## src/hdl/usb_ctl_pkg.sv

```systemverilog
package usb_ctl_pkg;

    // ------------------------------------------------------------------
    // Register map
    // ------------------------------------------------------------------
    localparam int         ADDR_W       = 12;
    localparam logic [11:0] CTRL_OFF    = 12'h000;
    localparam logic [11:0] IRQ_STAT_OFF = 12'h004;
    localparam logic [11:0] IRQ_CLR_OFF = 12'h008;
    localparam logic [11:0] IRQ_EN_OFF  = 12'h00C;
    localparam logic [11:0] TOKEN_OFF   = 12'h010;

    // ------------------------------------------------------------------
    // Control register fields
    // ------------------------------------------------------------------
    localparam int JLIVE_BIT  = 7;
    localparam int SE0_BIT    = 6;
    localparam int PACKET_PROCESSING_DISABLE_BIT = 5;
    localparam int BUSRST_BIT = 4;
    localparam int HOST_CAPABILITY_ENABLE_BIT = 3;
    localparam int RESUME_BIT = 2;
    localparam int STORE1_BIT = 1;
    localparam int STORE0_BIT = 0;
    localparam int TOKEN_W    = 8;

    // ------------------------------------------------------------------
    // Event bits of status, clear and enable registers
    // ------------------------------------------------------------------
    localparam int EV_SETUP   = 0;
    localparam int EV_TOKDONE = 1;
    localparam int EV_EOPDONE = 2;
    localparam int EV_W       = 3;

    // ------------------------------------------------------------------
    // Timing: low-speed end of packet after resume
    // ------------------------------------------------------------------
    localparam int CLK_NS     = 25;
    localparam int LS_SE0_NS  = 1334;
    localparam int LS_J_NS    = 667;
    localparam int CNT_W      = 8;
    localparam logic [7:0] LS_SE0_CYC =
        8'((LS_SE0_NS + CLK_NS - 1) / CLK_NS);
    localparam logic [7:0] LS_J_CYC =
        8'((LS_J_NS + CLK_NS - 1) / CLK_NS);

    typedef enum logic [2:0] {
        EOP_IDLE = 3'h1,
        EOP_SE0  = 3'h2,
        EOP_J    = 3'h4
    } eop_e;

    typedef struct packed {
        logic              psel;
        logic              penable;
        logic              pwrite;
        logic [ADDR_W-1:0] paddr;
        logic [31:0]       pwdata;
    } apb_req_s;

    typedef struct packed {
        logic        pready;
        logic        pslverr;
        logic [31:0] prdata;
    } apb_rsp_s;

    typedef struct packed {
        logic rx_j;
        logic rx_se0;
        logic setup_seen;
        logic token_done;
    } link_in_s;

    typedef struct packed {
        logic               host_mode;
        logic               bus_reset_drive;
        logic               resume_drive;
        logic               eop_se0_drive;
        logic               eop_j_drive;
        logic               packet_halt;
        logic               host_logic_reset;
        logic               token_start;
        logic [TOKEN_W-1:0] token_cmd;
    } link_out_s;

    typedef struct packed {
        apb_rsp_s          rsp;
        link_out_s         lo;
        logic              irq;
        logic              j_live;
        logic              se0_live;
        logic              pkt_dis;
        logic              bus_reset;
        logic              host_en;
        logic              resume;
        logic              store1;
        logic              store0;
        logic              busy;
        eop_e              eop;
        logic [CNT_W-1:0]  cnt;
        logic [EV_W-1:0]   status;
        logic [EV_W-1:0]   enable;
    } state_s;

endpackage

```

## src/hdl/usb_control_register_logic.sv

```systemverilog
`timescale 1ns/1ps
module usb_control_register_logic
    import usb_ctl_pkg::*;
(
    input  wire logic      pclk,
    input  wire logic      presetn,
    input  wire apb_req_s  apb_i,
    output apb_rsp_s       apb_o,
    input  wire link_in_s  link_i,
    output link_out_s      link_o,
    output logic           irq_o
);

    state_s s;
    state_s n;

    logic access;
    logic done;
    logic wr;
    logic tok_ok;
    logic [EV_W-1:0] ev;
    logic [EV_W-1:0] clr;
    logic [7:0] ctrl_rd;

    assign apb_o  = s.rsp;
    assign link_o = s.lo;
    assign irq_o  = s.irq;

    // ------------------------------------------------------------------
    // Next state
    // ------------------------------------------------------------------
    always_comb begin
        n       = s;
        ev      = '0;
        clr     = '0;
        access  = apb_i.psel && apb_i.penable;
        done    = access && s.rsp.pready;
        wr      = done && apb_i.pwrite;
        tok_ok  = wr && (apb_i.paddr == TOKEN_OFF) && s.host_en && !s.busy;
        n.j_live   = link_i.rx_j;
        n.se0_live = link_i.rx_se0;
        n.lo.token_start      = 1'b0;
        n.lo.host_logic_reset = 1'b0;

        // Bit 5 is shared: busy in host mode, halt flag in device mode
        ctrl_rd = {s.j_live, s.se0_live,
                   s.host_en ? s.busy : s.pkt_dis,
                   s.bus_reset, s.host_en, s.resume,
                   s.store1, s.store0};

        // One wait state keeps pready straight from a flop
        n.rsp.pready = access && !s.rsp.pready;
        if (access && !s.rsp.pready) begin
            n.rsp.pslverr = 1'b0;
            n.rsp.prdata  = '0;
            if (apb_i.paddr == CTRL_OFF) begin
                n.rsp.prdata = {24'h000000, ctrl_rd};
            end else if (apb_i.paddr == IRQ_STAT_OFF) begin
                n.rsp.prdata = {29'h00000000, s.status};
            end else if (apb_i.paddr == IRQ_EN_OFF) begin
                n.rsp.prdata = {29'h00000000, s.enable};
            end else if (apb_i.paddr == IRQ_CLR_OFF) begin
                n.rsp.prdata = '0;
            end else if (apb_i.paddr == TOKEN_OFF) begin
                n.rsp.prdata = {24'h000000, s.lo.token_cmd};
            end else begin
                n.rsp.pslverr = 1'b1;
            end
        end

        // --------------------------------------------------------------
        // Register writes
        // --------------------------------------------------------------
        if (wr && apb_i.paddr == CTRL_OFF) begin
            n.bus_reset = apb_i.pwdata[BUSRST_BIT];
            n.host_en   = apb_i.pwdata[HOST_CAPABILITY_ENABLE_BIT];
            n.resume    = apb_i.pwdata[RESUME_BIT];
            n.store1    = apb_i.pwdata[STORE1_BIT];
            n.store0    = apb_i.pwdata[STORE0_BIT];
            if (!s.host_en) begin
                n.pkt_dis = apb_i.pwdata[PACKET_PROCESSING_DISABLE_BIT];
            end
        end else if (wr && apb_i.paddr == IRQ_EN_OFF) begin
            n.enable = apb_i.pwdata[EV_W-1:0];
        end else if (wr && apb_i.paddr == IRQ_CLR_OFF) begin
            clr = apb_i.pwdata[EV_W-1:0];
        end

        // In device mode a SETUP token halts processing; the set beats a clearing write
        if (!s.host_en && link_i.setup_seen) begin
            n.pkt_dis    = 1'b1;
            ev[EV_SETUP] = 1'b1;
        end

        // Token busy; a write while busy is dropped, not queued
        if (tok_ok) begin
            n.busy         = 1'b1;
            n.lo.token_start = 1'b1;
            n.lo.token_cmd = apb_i.pwdata[TOKEN_W-1:0];
        end else if (s.busy && link_i.token_done) begin
            n.busy         = 1'b0;
            ev[EV_TOKDONE] = 1'b1;
        end

        // --------------------------------------------------------------
        // Low-speed end of packet after resume
        // --------------------------------------------------------------
        case (s.eop)
            EOP_IDLE: begin
                if (s.host_en && s.resume && !n.resume) begin
                    n.eop = EOP_SE0;
                    n.cnt = LS_SE0_CYC - 8'h01;
                end
            end
            EOP_SE0: begin
                if (s.cnt == '0) begin
                    n.eop = EOP_J;
                    n.cnt = LS_J_CYC - 8'h01;
                end else begin
                    n.cnt = s.cnt - 8'h01;
                end
            end
            EOP_J: begin
                if (s.cnt == '0) begin
                    n.eop          = EOP_IDLE;
                    ev[EV_EOPDONE] = 1'b1;
                end else begin
                    n.cnt = s.cnt - 8'h01;
                end
            end
            default: begin
                n.eop = EOP_IDLE;
                n.cnt = '0;
            end
        endcase

        // Host toggle wins over token busy, token start and the EOP sequence
        if (n.host_en != s.host_en) begin
            n.busy                = 1'b0;
            n.eop                 = EOP_IDLE;
            n.cnt                 = '0;
            n.lo.token_start      = 1'b0;
            n.lo.host_logic_reset = 1'b1;
        end

        // --------------------------------------------------------------
        // Outputs and interrupt
        // --------------------------------------------------------------
        n.lo.host_mode       = n.host_en;
        n.lo.bus_reset_drive = n.host_en && n.bus_reset;
        n.lo.resume_drive    = n.resume;
        n.lo.eop_se0_drive   = (n.eop == EOP_SE0);
        n.lo.eop_j_drive     = (n.eop == EOP_J);
        n.lo.packet_halt     = !n.host_en && n.pkt_dis;
        n.status = (s.status & ~clr) | ev;
        n.irq    = |(n.status & n.enable);
    end

    always_ff @(posedge pclk or negedge presetn) begin
        if (!presetn) begin
            s     <= '0;
            s.eop <= EOP_IDLE;
        end else begin
            s <= n;
        end
    end
endmodule

```

## config.mk

```make
export PLATFORM = sky130hd
export DESIGN_NAME = usb_control_register_logic
export DESIGN_NICKNAME = d
export VERILOG_FILES = /design/src/hdl/usb_ctl_pkg.sv /design/src/hdl/usb_control_register_logic.sv
export SDC_FILE = /design/constraint.sdc
export NUM_CORES = 1
export LEC_CHECK = 0
export BUFFER_PORTS_ARGS = -buffer_cell sky130_fd_sc_hd__clkbuf_2
export CORE_ASPECT_RATIO = 0.9
export CORE_MARGIN = 1.5
export CORE_UTILIZATION = 40
export CTS_CLUSTER_SIZE = 24
export DETAILED_ROUTE_END_ITERATION = 8
export PLACE_DENSITY = 0.67
export SLEW_MARGIN = 15
export SYNTH_ARGS = -nofsm -noshare
export SYNTH_HDL_FRONTEND = slang
export SYNTH_SLANG_ARGS = --single-unit
```

## constraint.sdc

```tcl
create_clock -name pclk -period 6.6 [get_ports pclk]
set_input_delay 0 -clock pclk [delete_from_list [all_inputs] [get_ports pclk]]
set_output_delay 0 -clock pclk [all_outputs]
set_load 0.005 [all_outputs]
```

==> reports/results.ini, run 1 <==
[power]
p_leak_nw=1.49
power_density_nw_per_um2=175
pwr-share-clk=0.345
p_sw_mw=0.141
power_frac_seq=0.576
swShare=0.253
p_int_mw=0.414
comb_power_share=0.078
ir_drop_uv=82.5

[synthesis]
ys_seq_area_frac=0.446
synth_ff_type=dfrtp_1
ys_types=47
netlist_instances=299
ys_top_cells_by_area=dfrtp_1, buf_4, mux2_2, o21ai_0, nor2_1
synth_edf_count=0
syn_area_per_cell_um2=9.57
async_reset_ff_frac=1.00
yosysWarnings=0
synth-seq-cells=51
yosysTopAreaCell=dfrtp_1
synth.cell_area_um2=2860
synth_top_area_share=0.437

[setup_path]
cp-start-kind=register
worst-path-buf-inv=1
critPathMaxStageDelay_ps=680
endpoint=s[13]$_DFFE_PN0P_
rrSetupSlack_ps=3960
critPathKind=reg2reg
worstPathCellList=inv_1 -> ha_1 -> or4b_2 -> nor4_1 -> a21o_1 -> nor2_1 -> a211oi_1
reg2reg_from=s[6]$_DFFE_PN0P_
crit_cells=7
crit_path_max_fanout=9
end_kind=register
cpLargestDelayFamily=simple AND/OR/NAND/NOR gates
r2r_cells=7
r2r_end=s[13]$_DFFE_PN0P_
arrival_ps=2860
critPathLaunch=s[6]$_DFFE_PN0P_
required_ps=6820
cpMaxStageDelayCell=or4b_2

[sta]
max_slew.worst_pin.slew_ps=1040
setup_violations=0
min_period_ps=2640
hold_viol=0
slew_headroom=0.299
slew_viol_final=0
finClkSkew_ps=11.9
max_freq_mhz=379
post-route-period-util=0.400
rsz0062_at_grt=no
setup_slack_ps=3960
finalSetupTns_ps=0

[run]
max_cap_violations=0

[cts]
clkSlewWorstSetupHoldPaths_ps=110
cts_root_buf=clkbuf_8
post-cts-setup-buffers=0
cts_tree=yes
cts_made_buffers=5
clk_path_buf_depth=2
htreeDepth=2
insertion_delay_ps=320
clock_sinks=51

[run_status]
status=finished, final reports clean

[global_route]
grt_pass1_vias=2107
grt_use_total=0.165
antenna_found_initial=0
grt_max_degree=52
grt_pass1_wl_um=10000
grt_overflow=0

[drt]
vias=2247
avgRoutedWirePerCell_um=13.9
drc=0
viasPerCell=5.17
drt_pass1_iterations=4
drt_iter0_markers=172
drt_wl_total_um=6050
ant_nets=0

[cells_and_area]
finalNonFillerCells=435
fillCellCount=705
final_layout_size_suffix_gt1_frac=0.260
diodes=0
area_growth_pct=10.8
finalNetCount=395

[place]
dp.cells=414
gp_congestion=0.906
portBuffers=55
dp_hpwl_um=4410
dp_slack_ps=3970

[die]
rows=29
die_y_um=83.3
io_pins=104
start_util=0.409
die_area_um2=7670
core_um2=7000
die_w_um=92.2

[worst_hold_path]
worstHoldStart=apb_i[37]
holdPathStages=4
worstHoldPathType=in2reg

[metal layers]
| layer | track usage | part of all wire |
|---|---|---|
| met3 | 0.0238 | 0.036 |
| met2 | 0.254 | 0.46 |
| met4 | 0.0643 | 0.018 |
| met5 | 0 | 0 |
| met1 | 0.234 | 0.49 |
[power by group through the flow]
stage	logic, mW	registers, mW	clock network, mW
finish	0.0434	0.320	0.191
global route	0.0495	0.320	0.209
CTS	0.0437	0.320	0.199
detailed placement	0.0377	0.326	0
global placement	0.0373	0.326	0
floorplan	0.0287	0.325	0
[cell families after synthesis]
| logic type | Yosys count | synth area share |
|---|---|---|
| flops | 51 | 0.446 |
| other cells | 1 | 0.00131 |
| xor+xnor | 2 | 0.00612 |
| simple gates | 99 | 0.189 |
| buf+inv | 65 | 0.151 |
| compound gates | 66 | 0.146 |
| mux | 14 | 0.0551 |
| fa+ha+maj | 1 | 0.00437 |
[layout make-up]
class,instances,area (um2),area share
multi-input combinational,206,1240,0.390
timing repair buffer,69,413,0.130
tap,93,116,0.0367
sequential,51,1280,0.403
inverter,8,30.0,0.00946
clock inverter,3,28.8,0.00907
clock buffer,5,68.8,0.0217
[worst min-delay path: cells and delay by family]
family        cells  cell delay [ps]
buf+inv           1               90
simple gates      3              230
[cells in the mapped netlist, types with 5 or more instances]
library cell  number
nand2b_1           7
or3_1              6
a21oi_1           14
nor2_1            21
nand2_1           18
dfrtp_1           50
inv_1              8
o21ai_0           18
mux2_2            14
nor3_1            10
nor4_1             6
buf_4             50
a31oi_1            7
a22oi_1            5
clkbuf_1           6
nand3_1            6
[sequential cells by signal, indices dropped and copies added, names as in the netlist]
| name | flops |
|---|---|
| s | 19 |
| link_o | 14 |
| apb_o | 10 |
| ctrl_rd | 7 |
| irq_o | 1 |
[layout by cell type, fill, tap and decap left out, drive strengths merged, types with 9 or more instances in the layout]
master | netlist | final
a21oi | 14 | 14
clkbuf | 6 | 60
conb | 1 | 24
dfrtp | 50 | 50
dlygate4sd3 | 0 | 13
inv | 8 | 9
mux2 | 14 | 14
nand2 | 18 | 18
nor2 | 21 | 21
nor3 | 10 | 10
o21ai | 18 | 18
[timing repair]
action / CTS / global route
hold endpoints to repair: 66 / 0
gates resized for setup: 0 / 0
hold buffers: 13 / 0
[per-stage QoR]
| step | instance area (um2) | hold slack (ps) | utilization | total power, mW |
|---|---|---|---|---|
| detailed placement | 2950 | 114 | 0.421 | 0.364 |
| CTS | 3170 | 12.3 | 0.453 | 0.563 |
| floorplan | 2950 | -296 | - | 0.354 |
| global placement | 2950 | 113 | 0.421 | 0.363 |
| finish | 3170 | 25.6 | 0.453 | 0.554 |
| global route | 3170 | 37.6 | 0.453 | 0.579 |
[worst min path at each step]
stage | endpoint | slack [ps]
2_1_floorplan | apb_o[0]$_DFFE_PN0P_ | -300
3_3_place_gp | ctrl_rd[6]$_DFF_PN0_ | 110
3_5_place_dp | ctrl_rd[6]$_DFF_PN0_ | 110
4_1_cts | link_o[8]$_DFF_PN0_ | 10
5_1_grt | s[3]$_DFF_PN0_ | 40
6_report | link_o[8]$_DFF_PN0_ | 30
(Power assumes the default switching activity.)
==> run 2: changes to the inputs <==
- clock period: 6.6 -> 2.6 ns (I/O delays scaled with it)
==> run 2 against run 1 <==
  * Utilization is 1.4 points higher
  * Die area stayed put
  * Clock power grew to 3.0 times the previous value
  * Wire length is 1.2% higher
  * Combinational power grew to 2.6 times the previous value
  * Register-to-register slack worse by 3800 ps
  * Cell count is 2.1% higher
  * Sequential share of layout area is 1.2 points lower
  * Critical path type unchanged
  * Largest power group unchanged
  * Highest routed layer unchanged
==> reports/results.ini, run 2 (same netlist as run 1, synthesis figures left out) <==
[drt]
drc=0  ; unchanged
vias=2260  ; +0.58%
ant_nets=0  ; unchanged
avgRoutedWirePerCell_um=13.8  ; -0.81%
drt_pass1_iterations=4  ; unchanged
viasPerCell=5.09  ; -1.5%
drt_wl_total_um=6130  ; +1.2%
drt_iter0_markers=132  ; -23%

[setup_path]
required_ps=2820  ; -4000 ps
end_kind=register
worstPathCellList=inv_1 -> ha_1 -> or4b_2 -> nor4_2 -> a21o_2 -> nor2_1 -> a211oi_1
crit_path_max_fanout=9  ; unchanged
cpLargestDelayFamily=simple AND/OR/NAND/NOR gates
arrival_ps=2630  ; -230 ps
cpMaxStageDelayCell=or4b_2
reg2reg_from=s[6]$_DFFE_PN0P_
r2r_end=s[13]$_DFFE_PN0P_
rrSetupSlack_ps=190  ; -3770 ps
worst-path-buf-inv=1  ; unchanged
crit_cells=7  ; unchanged
critPathMaxStageDelay_ps=680  ; about the same
critPathKind=reg2reg
cp-start-kind=register
r2r_cells=7  ; unchanged

[die]
core_um2=7000  ; unchanged
start_util=0.409  ; unchanged
die_y_um=83.3  ; unchanged
rows=29  ; unchanged
die_area_um2=7670  ; unchanged
die_w_um=92.2  ; unchanged
io_pins=104  ; unchanged

[place]
dp_slack_ps=103  ; -3870 ps
gp_congestion=0.900  ; -0.64%
portBuffers=55  ; unchanged
dp_hpwl_um=4470  ; +1.2%

[cts]
cts_tree=yes
clkSlewWorstSetupHoldPaths_ps=90  ; -20 ps
cts_root_buf=clkbuf_8
cts_made_buffers=5  ; unchanged
insertion_delay_ps=310  ; about the same
clock_sinks=51  ; unchanged
clk_path_buf_depth=2  ; unchanged
post-cts-setup-buffers=0  ; unchanged
htreeDepth=2  ; unchanged

[sta]
slew_headroom=0.376  ; +0.0769
max_freq_mhz=414  ; +9.4%
finClkSkew_ps=7.28  ; -4.62 ps
slew_viol_final=0  ; unchanged
finalSetupTns_ps=0  ; unchanged
hold_viol=0  ; unchanged
setup_violations=0  ; unchanged
rsz0062_at_grt=no
max_slew.worst_pin.slew_ps=936  ; -107 ps
post-route-period-util=0.928  ; +0.528
setup_slack_ps=187  ; -3770 ps
min_period_ps=2410  ; -227 ps

[cells_and_area]
top_register=s
mostFrequentLayoutCell=clkbuf_2
area_growth_pct=14.2
finalNetCount=404  ; +2.3%
final_layout_size_suffix_gt1_frac=0.285  ; +0.0247
final-seq-area_um2=1280  ; unchanged
diodes=0  ; unchanged
largest_reg_flops=19  ; unchanged
multi_input_area_um2=1250  ; +0.61%
mostFrequentLayoutCells=clkbuf_2, dfrtp_1, conb_1
fillCellCount=698  ; -0.99%

[power]
ir_drop_uv=244  ; +200%
pwr-share-clk=0.384  ; +0.039
power_frac_seq=0.542  ; -0.034
p_int_mw=1.16  ; +180%
swShare=0.224  ; -0.0295
p_leak_nw=1.55  ; +3.9%
p_sw_mw=0.335  ; +140%
comb_power_share=0.074  ; -0.004
power_density_nw_per_um2=458  ; +160%

[global_route]
grt_overflow=0  ; unchanged
grt_pass1_vias=2037  ; -3.3%
antenna_found_initial=0  ; unchanged
grt_pass1_wl_um=10100  ; +0.69%
grt_max_degree=39  ; -25%
grt_use_total=0.166  ; +0.000973

[worst_hold_path]
worstHoldPathType=in2reg
worstHoldStart=apb_i[37]
holdPathStages=4  ; unchanged
whs_endpoint=link_o[8]$_DFF_PN0_

[run_status]
status=finished, final reports clean

[run]
max_cap_violations=0  ; unchanged

-- run 2: per-stage QoR --
step	cells	hold WS, ps	area [um2]	utilization	total power [mW]
after detailed placement	423	114	3010	0.430	0.924
final	444	18.3	3270	0.467	1.50
after CTS	444	9.60	3260	0.466	1.51
after global placement	423	117	3010	0.430	0.922
after floorplan	322	-296	2950	-	0.898
after global routing	444	44.0	3270	0.467	1.56
-- run 2: power by group through the flow --
stage	Combinational (mW)	Sequential, mW	Clock, mW
global placement	0.0950	0.827	0
CTS	0.112	0.812	0.590
finish	0.111	0.812	0.575
global route	0.126	0.813	0.620
detailed placement	0.0968	0.828	0
floorplan	0.0729	0.825	0
-- run 2: worst register-to-register path: cells and delay by family, from the launching register on --
kind | cells | cell delay, ps
AOI/OAI and AO/OA | 2 | 470
adders and majority gates | 1 | 220
buffers and inverters | 1 | 90
DFF | 1 | 410
and+or+nand+nor | 3 | 1140
-- run 2: cell type report --
type | count | share of cell area
clock buffer | 6 | 0.0253
tap | 93 | 0.0356
sequential | 51 | 0.391
timing repair buffer | 78 | 0.147
inverter | 8 | 0.00919
multi-input combinational | 206 | 0.381
clock inverter | 2 | 0.0107
-- run 2: worst max path at each step --
| stage | from | end | slack [ps] |
|---|---|---|---|
| 2_1_floorplan | s[6]$_DFFE_PN0P_ | s[13]$_DFFE_PN0P_ | 370 |
| 6_report | s[6]$_DFFE_PN0P_ | s[13]$_DFFE_PN0P_ | 190 |
| 3_3_place_gp | s[6]$_DFFE_PN0P_ | s[13]$_DFFE_PN0P_ | 120 |
| 4_1_cts | s[6]$_DFFE_PN0P_ | s[13]$_DFFE_PN0P_ | 60 |
| 3_5_place_dp | s[6]$_DFFE_PN0P_ | s[13]$_DFFE_PN0P_ | 100 |
| 5_1_grt | s[6]$_DFFE_PN0P_ | s[13]$_DFFE_PN0P_ | 30 |
-- run 2: per-layer routing --
layer,vias to the layer above,routed length [um],track usage
met5,-,0,0
met4,0,105,0.0573
met1,1082,2930,0.238
li1,1095,-,-
met2,74,2770,0.253
met3,9,321,0.0284
-- run 2: timing repair --
| item | 4_1_cts | 5_1_grt |
|---|---|---|
| hold buffers | 13 | 0 |
| gates resized for setup | 0 | 2 |
| endpoints found under the setup margin | 0 | 8 |
| hold endpoints to repair | 52 | 0 |
